[src/design/can_rx_map.vh]
// constants shared by the receive-side dlc, mirror and timestamp logic
`ifndef CAN_RX_MAP_VH
`define CAN_RX_MAP_VH

// field widths
`define DLC_W          4
`define ID_W           29
`define DATA_BYTES     8
`define DATA_W         64
`define STAMP_W        16
`define DIV_W          4
`define CHAN_N         4
`define CHAN_SEL_W     2

// stored record layout {stamp, id, own, dlc, data}
`define REC_W          114
`define REC_DATA_LSB   0
`define REC_DLC_LSB    64
`define REC_OWN_BIT    68
`define REC_ID_LSB     69
`define REC_STAMP_LSB  98

// fifo in the store path
`define FIFO_DEPTH     16
`define FIFO_AW        4

// reset values, dlc saturation limit and pad byte
`define STAMP_RST      16'h0000
`define DIV_RST        4'h0
`define DLC_ZERO       4'h0
`define DLC_MAX_BYTES  4'h8
`define BYTE_ZERO      8'h00

`endif

[src/design/rx_store_fifo.v]
// parameterised fifo with a registered output stage
`timescale 1ns/1ps
module rx_store_fifo #(
    parameter WIDTH = 114,
    parameter DEPTH = 16,
    parameter AW    = 4
) (
    input  wire             clk,
    input  wire             sys_rst,
    input  wire             inValid,
    output wire             inReady,
    input  wire [WIDTH-1:0] inData,
    output reg              outValid,
    input  wire             outReady,
    output reg  [WIDTH-1:0] outData
);
    reg [WIDTH-1:0] mem [0:DEPTH-1];
    reg [AW-1:0]    wrPtr;
    reg [AW-1:0]    rdPtr;
    reg [AW:0]      count;
    wire            push;
    wire            pop;
    localparam [AW:0] FULL_COUNT = DEPTH;

    // full is honest: the output register is extra, not counted here
    assign inReady = (count != FULL_COUNT);
    assign push    = inValid && inReady;
    assign pop     = (!outValid || outReady) && (count != {(AW+1){1'b0}});

    // storage write
    always @(posedge clk)
    begin
        if (push)
            mem[wrPtr] <= inData;
    end

    // pointers, occupancy and output stage
    always @(posedge clk or posedge sys_rst)
    begin
        if (sys_rst)
        begin
            wrPtr    <= {AW{1'b0}};
            rdPtr    <= {AW{1'b0}};
            count    <= {(AW+1){1'b0}};
            outValid <= 1'b0;
            outData  <= {WIDTH{1'b0}};
        end
        else
        begin
            if (push)
                wrPtr <= wrPtr + 1'b1;
            if (pop)
            begin
                rdPtr   <= rdPtr + 1'b1;
                outData <= mem[rdPtr];
            end
            if (!outValid || outReady)
                outValid <= pop;
            if (push && !pop)
                count <= count + 1'b1;
            else if (pop && !push)
                count <= count - 1'b1;
        end
    end
endmodule // rx_store_fifo

[src/design/can_rx_dlc_mirror_timestamp.v]
// receive-side dlc filter, dlc replacement, mirror selection, clock and timestamp
`timescale 1ns/1ps
`include "can_rx_map.vh"
module can_rx_dlc_mirror_timestamp (
    input  wire                      clk,
    input  wire                      sys_rst,
    input  wire                      dlcCheckEnable,
    input  wire                      dlcReplaceEnable,
    input  wire                      mirrorEnable,
    input  wire                      canClockSourceSelect,
    input  wire                      xinCanClk,
    input  wire                      mainCanClk,
    output reg                       canModuleClock,
    input  wire                      tsSourceSel,
    input  wire [`DIV_W-1:0]         tsDivRatio,
    input  wire [`CHAN_SEL_W-1:0]    tsChannelSel,
    input  wire [`CHAN_N-1:0]        bitTimeTick,
    input  wire [`CHAN_N-1:0]        chanResetMode,
    input  wire [`CHAN_N-1:0]        chanHaltMode,
    input  wire                      sofPulse,
    output reg  [`STAMP_W-1:0]       tsCount,
    input  wire                      frameValid,
    output reg                       frameReady,
    input  wire                      frameOwn,
    input  wire [`ID_W-1:0]          frameId,
    input  wire [`DLC_W-1:0]         frameDlc,
    input  wire [`DATA_W-1:0]        frameData,
    input  wire [`DLC_W-1:0]         ruleDlc,
    input  wire                      ruleOwnMessageSelect,
    output reg                       dlcError,
    output reg                       ruleMiss,
    output wire                      storeValid,
    input  wire                      storeReady,
    output wire [`STAMP_W-1:0]       storeStamp,
    output wire [`ID_W-1:0]          storeId,
    output wire                      storeOwn,
    output wire [`DLC_W-1:0]         storeDlc,
    output wire [`DATA_W-1:0]        storeData
);

    // ********************************************************
    // decode helpers
    // ********************************************************

    // classic frames carry at most eight bytes, larger codes saturate
    function [3:0] dlcBytes;
        input [`DLC_W-1:0] dlc;
        begin
            if (dlc > `DLC_MAX_BYTES)
                dlcBytes = `DLC_MAX_BYTES;
            else
                dlcBytes = dlc;
        end
    endfunction

    // ********************************************************
    // can module clock selection
    // ********************************************************

    // both clock pins are foreign, so each passes two flops first
    wire [1:0] clkPin;
    reg  [1:0] clkMeta;
    reg  [1:0] clkSync;

    assign clkPin = {mainCanClk, xinCanClk};

    genvar p;
    generate
        for (p = 0; p < 2; p = p + 1)
        begin : g_clk_sync
            always @(posedge clk or posedge sys_rst)
            begin
                if (sys_rst)
                begin
                    clkMeta[p] <= 1'b0;
                    clkSync[p] <= 1'b0;
                end
                else
                begin
                    clkMeta[p] <= clkPin[p];
                    clkSync[p] <= clkMeta[p];
                end
            end
        end
    endgenerate

    // sampled view only; a real glitch-free clock mux sits in the clock tree
    always @(posedge clk or posedge sys_rst)
    begin
        if (sys_rst)
            canModuleClock <= 1'b0;
        else
            canModuleClock <= canClockSourceSelect ? clkSync[1] : clkSync[0];
    end

    // ********************************************************
    // timestamp counter
    // ********************************************************

    reg                 halfPclk;
    reg  [`DIV_W-1:0]   divCount;
    reg  [`STAMP_W-1:0] sofStamp;
    wire                srcTick;
    wire                chanStopped;
    wire                tsRun;

    // half of the peripheral clock as a one-cycle tick every other edge
    always @(posedge clk or posedge sys_rst)
    begin
        if (sys_rst)
            halfPclk <= 1'b0;
        else
            halfPclk <= ~halfPclk;
    end

    assign srcTick     = tsSourceSel ? bitTimeTick[tsChannelSel] : halfPclk;
    assign chanStopped = chanResetMode[tsChannelSel] | chanHaltMode[tsChannelSel];
    assign tsRun       = srcTick && !(tsSourceSel && chanStopped);

    // divide by ratio plus one, then advance the counter
    always @(posedge clk or posedge sys_rst)
    begin
        if (sys_rst)
        begin
            divCount <= `DIV_RST;
            tsCount  <= `STAMP_RST;
        end
        else if (tsRun)
        begin
            if (divCount >= tsDivRatio)
            begin
                divCount <= `DIV_RST;
                tsCount  <= tsCount + 1'b1;
            end
            else
            begin
                divCount <= divCount + 1'b1;
            end
        end
    end

    // value before any same-cycle increment is the one captured
    always @(posedge clk or posedge sys_rst)
    begin
        if (sys_rst)
            sofStamp <= `STAMP_RST;
        else if (sofPulse)
            sofStamp <= tsCount;
    end

    // ********************************************************
    // frame intake and evaluation
    // ********************************************************

    localparam [1:0] ST_IDLE = 2'b01;
    localparam [1:0] ST_EVAL = 2'b10;

    reg [1:0]           state;
    reg                 heldOwn;
    reg [`ID_W-1:0]     heldId;
    reg [`DLC_W-1:0]    heldDlc;
    reg [`DATA_W-1:0]   heldData;
    reg [`DLC_W-1:0]    heldRuleDlc;
    reg                 heldRuleOwn;
    reg [`STAMP_W-1:0]  heldStamp;
    reg                 heldCheck;
    reg                 heldReplace;
    reg                 heldMirror;

    wire                takeFrame;
    wire                ruleHit;
    wire                useCheck;
    wire                dlcPass;
    wire                doReplace;
    wire [`DLC_W-1:0]   outDlc;
    wire [`DATA_W-1:0]  outData;
    wire [3:0]          ruleBytes;
    wire                wantStore;
    wire                fifoReady;
    wire                fifoPush;
    wire [`REC_W-1:0]   record;

    assign takeFrame = frameValid && frameReady;

    // mirror decision: own select must equal the frame's origin,
    // and with mirror off only foreign frames meet plain rules
    // own frames only while mirroring
    assign ruleHit = heldMirror ? (heldRuleOwn == heldOwn) : (!heldRuleOwn && !heldOwn);

    assign useCheck  = heldCheck && (heldRuleDlc != `DLC_ZERO);
    assign dlcPass   = !useCheck || (heldDlc >= heldRuleDlc);
    assign doReplace = useCheck && heldReplace;
    assign outDlc    = doReplace ? heldRuleDlc : heldDlc;
    assign ruleBytes = dlcBytes(heldRuleDlc);

    genvar b;
    generate
        for (b = 0; b < `DATA_BYTES; b = b + 1)
        begin : g_byte_pad
            localparam [3:0] BIDX = b;
            assign outData[8*b+7:8*b] = (doReplace && (BIDX >= ruleBytes)) ?
                                        `BYTE_ZERO : heldData[8*b+7:8*b];
        end
    endgenerate

    assign wantStore = ruleHit && dlcPass;
    assign fifoPush  = (state == ST_EVAL) && wantStore;
    assign record    = {heldStamp, heldId, heldOwn, outDlc, outData};

    // configuration is latched with the frame so mid-frame writes cannot tear it
    always @(posedge clk or posedge sys_rst)
    begin
        if (sys_rst)
        begin
            heldOwn     <= 1'b0;
            heldId      <= {`ID_W{1'b0}};
            heldDlc     <= `DLC_ZERO;
            heldData    <= {`DATA_W{1'b0}};
            heldRuleDlc <= `DLC_ZERO;
            heldRuleOwn <= 1'b0;
            heldStamp   <= `STAMP_RST;
            heldCheck   <= 1'b0;
            heldReplace <= 1'b0;
            heldMirror  <= 1'b0;
        end
        else if (takeFrame)
        begin
            heldOwn     <= frameOwn;
            heldId      <= frameId;
            heldDlc     <= frameDlc;
            heldData    <= frameData;
            heldRuleDlc <= ruleDlc;
            heldRuleOwn <= ruleOwnMessageSelect;
            heldStamp   <= sofStamp;
            heldCheck   <= dlcCheckEnable;
            heldReplace <= dlcReplaceEnable;
            heldMirror  <= mirrorEnable;
        end
    end

    // two-state sequencer; evaluation waits while the fifo is full
    always @(posedge clk or posedge sys_rst)
    begin
        if (sys_rst)
        begin
            state      <= ST_IDLE;
            frameReady <= 1'b1;
            dlcError   <= 1'b0;
            ruleMiss   <= 1'b0;
        end
        else
        begin
            dlcError <= 1'b0;
            ruleMiss <= 1'b0;
            case (state)
                ST_IDLE:
                begin
                    if (takeFrame)
                    begin
                        frameReady <= 1'b0;
                        state      <= ST_EVAL;
                    end
                end
                ST_EVAL:
                begin
                    if (!ruleHit)
                    begin
                        ruleMiss   <= 1'b1;
                        frameReady <= 1'b1;
                        state      <= ST_IDLE;
                    end
                    else if (!dlcPass)
                    begin
                        dlcError   <= 1'b1;
                        frameReady <= 1'b1;
                        state      <= ST_IDLE;
                    end
                    else if (fifoReady)
                    begin
                        frameReady <= 1'b1;
                        state      <= ST_IDLE;
                    end
                end
                default:
                begin
                    frameReady <= 1'b1;
                    state      <= ST_IDLE;
                end
            endcase
        end
    end

    // ********************************************************
    // store fifo
    // ********************************************************

    wire [`REC_W-1:0] headRecord;

    rx_store_fifo #(
        .WIDTH (`REC_W),
        .DEPTH (`FIFO_DEPTH),
        .AW    (`FIFO_AW)
    ) u_store_fifo (
        .clk      (clk),
        .sys_rst  (sys_rst),
        .inValid  (fifoPush),
        .inReady  (fifoReady),
        .inData   (record),
        .outValid (storeValid),
        .outReady (storeReady),
        .outData  (headRecord)
    );

    // record fields straight off the fifo output register
    assign storeData  = headRecord[`REC_DATA_LSB +: `DATA_W];
    assign storeDlc   = headRecord[`REC_DLC_LSB +: `DLC_W];
    assign storeOwn   = headRecord[`REC_OWN_BIT];
    assign storeId    = headRecord[`REC_ID_LSB +: `ID_W];
    assign storeStamp = headRecord[`REC_STAMP_LSB +: `STAMP_W];

endmodule // can_rx_dlc_mirror_timestamp

[config.mk]
export PLATFORM = sky130hd
export DESIGN_NAME = can_rx_dlc_mirror_timestamp
export DESIGN_NICKNAME = d
export VERILOG_FILES = /design/src/design/rx_store_fifo.v /design/src/design/can_rx_dlc_mirror_timestamp.v
export VERILOG_INCLUDE_DIRS = /design/src /design/src/design
export SDC_FILE = /design/constraint.sdc
export NUM_CORES = 2
export LEC_CHECK = 0
export BUFFER_PORTS_ARGS = -buffer_cell sky130_fd_sc_hd__buf_2
export CORE_UTILIZATION = 46
export DETAILED_ROUTE_END_ITERATION = 10
export GPL_TIMING_DRIVEN = 0
export PLACE_DENSITY = 0.73
export SYNTH_ARGS = -nofsm -noshare
export SYNTH_HDL_FRONTEND = slang
export SYNTH_HIERARCHICAL = 1
export SYNTH_SLANG_ARGS = --single-unit
[constraint.sdc]
create_clock -name clk -period 32.6 [get_ports clk]
set_input_delay 6.52 -clock clk [delete_from_list [all_inputs] [get_ports clk]]
set_output_delay 6.52 -clock clk [all_outputs]
set_load 0.005 [all_outputs]
==> results.cfg <==
[critical_path]
reg2reg_depth = 14
crit_chain = buf_2 > nand2_1 > clkbuf_2 > clkbuf_1 > mux2_2
crit_buf_inv = 3
cpLargestDelayFamily = buffers and inverters
crit_cells = 5
arrival_ns = 9.45
crit_required_ns = 33.31
cpPeakStageDelay_ns = 1.09
worstSetupStartpointType = input pin
crit_path_end_kind = flop
crit_fanout = 11
crit_type = input pin to flop
critPathSlowestCell = clkbuf_1

[sta]
worst_pin_slew_ns = 1.52
relSlewSlack = -0.0139
fin_tns_setup_ns = 0
setup_viol = 0
fin_crit_sh = 0.268
fin_crit_ns = 8.75
finClkSkew_ns = 0.0291
rsz0062_at_grt = false
hold_viol_final = 0
slew_viol_final = 11
fmax_mhz = 114
hold_slack_ns = 0.348

[yosys]
yosys.area_share.xor_xnor = 0.00271
synth_seq_area_share = 0.770
synth_edf_count = 1824
netlist_instances = 3896
syn_area_sq_mm = 0.0807
synthAdderAreaFrac = 0.00335
ys_seq_elements = 2120
ys_top_cells_by_area = edfxtp_1 68%, mux4_2 9.7%, dfrtp_1 9.1%
yosys.area.top_type_share = 0.678
synth_area_per_cell_sq_um = 20.7
synth_compound_area_frac = 0.0378
synth-simple-area-share = 0.0188
syn-num-nets = 4050
synthMuxAreaShare = 0.153
yosysWarnings = 6
synth.distinct_cells = 62
synth_area_leader_cell = edfxtp_1
ys_async_sr_fraction = 0.140
synth_top_family_by_area = multiplexers
synth_ff_type = edfxtp_1

[run_status]
violations = max-capacitance violations, max-slew violations
status = finished with violations

[floorplanning]
fp.dieH_um = 421
io_pins = 268
fp.coreArea_sq_mm = 0.174
die_w_um = 421
die-area_sq_mm = 0.177
rows = 153
start_util = 0.464

[placed_design]
dpl.hpwl_um = 132000
place.gp.congestion = 0.800
port_buffers = 266

[clock_tree]
post_cts_buffers = 0
max-clock-path-buffers = 3
cts.sink_count = 2120
clk_pin_slew_ns = 0.06
post_cts_resized = 0
cts_hold_repair.buffers = 0
clock_latency_ns = 0.84
cts_buffers = 207
cts_tree = yes
cts_root_buffer = clkbuf_16
cts_htree_levels = 4

[routing]
drc = 0
drt-wirelength-per-cell_um = 28.9
drt_iter0_markers = 4229
firstDrtPassIters = 6
wl_um = 202000
ant_nets = 0
vias = 41600
viasPerCell = 5.93

[finish]
layout-drive-gt1-share = 0.302
nets = 4649
regArea_sq_mm = 0.0622
multi_input_area_sq_mm = 0.0175
fin_util = 0.540
syn_to_final_growth_pct = 16.3
n_fill_cell = 12900

[grt]
antenna_found_initial = 6
grt_pass1_wl_um = 294000
grt_max_degree = 110
grt_pass1_vias = 42600
overflow = 0
track_usage = 0.228

[worst_hold_path]
worstHoldPathType = flop to flop
min_path_cells = 0

[power]
p_comb_frac = 0.261
switching_power_uw = 2330
leakagePower_uw = 0.0316
p_sw_frac = 0.302
ir_drop_uv = 62.3
clock_power_share = 0.308
p_int_uw = 5380
seq_power_share = 0.431
powerDensity_mw_per_mm2 = 82.1

[job]
cap_violations = 1
[Yosys cell counts (3+ instances only)]
cell type,number
mux4_2,348
mux2i_1,218
buf_6,8
buf_1,28
inv_1,21
nand2_1,32
nand3_1,7
a2111oi_2,5
clkbuf_1,120
a21o_1,4
buf_2,70
xor2_1,14
a21oi_1,65
ha_1,20
a211oi_1,56
mux2_2,202
o21ai_0,10
o221ai_1,54
edfxtp_1,1824
buf_4,7
a2111oi_1,28
nand2b_1,10
nor2b_1,22
and2b_1,10
xnor2_1,11
nand4_1,3
and2_1,24
nor3_1,32
nor2_1,83
nor3_2,34
dfrtp_1,295
o22ai_1,175
a2111oi_0,21
[final timing paths]
check                            from                     end  slack [ns]
min in group asynchronous     sys_rst               heldId[3]        5.78
hold / removal             clkMeta[1]              clkSync[1]        0.35
max in group asynchronous     sys_rst              heldId[26]       25.77
setup reg to reg              heldOwn  u_store_fifo/mem[0][7]       27.08
hold reg to reg            clkMeta[1]              clkSync[1]        0.35
setup / recovery           frameValid            heldData[21]       23.85
[kinds of logic after synthesis]
group	count (synthesis)
buffers and inverters	259
xor gates and xnor gates	25
DFF	2120
AOI/OAI and AO/OA	432
and+or+nand+nor	270
adders and majority gates	21
muxes	769
[power by group through the flow]
stage	combinational (uW)	sequential [uW]	clock, uW
floorplan	1300	3330	0
global placement	1960	3370	0
detailed placement	2010	3380	0
CTS	2030	3320	2400
global route	2130	3340	2500
finish	2020	3320	2370
[worst register-to-register path, delay by kind of cell (launching register included)]
kind	cells	cell delay, ns
AND/OR/NAND/NOR	4	1.51
buffers and inverters	7	1.34
flip-flops	1	0.76
multiplexers	1	0.72
AO/OA/AOI/OAI	1	0.57
adder cells (fa/ha/maj)	1	0.31
[metrics by stage]
stage	std cells	area [sq um]	setup WS [ns]	power [uW]
6_report	7008	93900	23.85	7710
5_1_grt	7004	93900	23.86	7970
3_5_place_dp	6610	87100	23.08	5390
3_3_place_gp	6487	85000	12.05	5330
2_1_floorplan	3896	80700	21.53	4630
4_1_cts	7003	93900	23.97	7750
[flip-flops by register name (all words and copies together) (netlist names), 5 cells and up]
name,flops
heldData,64
heldId,29
sofStamp,16
u_store_fifo/outData,114
heldStamp,16
tsCount,16
u_store_fifo/mem,1824
u_store_fifo/count,5
[cell usage in the layout (no fill, tap or decap), types with 22 or more instances in the layout]
master	count
clkbuf_1	172
nor2_1	71
mux2_2	202
a2111oi_1	28
buf_12	57
nor3_2	39
o22ai_1	175
buf_6	52
a211oi_1	56
clkbuf_16	209
nor3_1	27
clkbuf_8	25
mux4_2	348
and2_1	24
mux2i_1	218
buf_1	28
dfrtp_1	295
edfxtp_1	1824
clkinv_1	29
a21oi_1	65
clkinv_2	38
buf_2	337
nor2b_1	22
o221ai_1	54
nand2_1	32
[layer usage]
layer / up-vias / GRT usage / share of wire
met5: - / 0 / 0.00022
met3: 486 / 0.0430 / 0.079
met2: 2088 / 0.378 / 0.49
li1: 17300 / - / -
met1: 21700 / 0.278 / 0.36
met4: 6 / 0.137 / 0.066
[area by class of cell]
class / count / area share
clock buffer: 288 / 0.0615
sequential: 2120 / 0.662
tap: 2325 / 0.0310
inverter: 22 / 0.00105
antenna: 4 / 0.000107
buffer: 237 / 0.0116
clock inverter: 105 / 0.0110
timing repair buffer: 390 / 0.0355
multi-input combinational: 1517 / 0.186
Power figures use the tool's default switching activity.
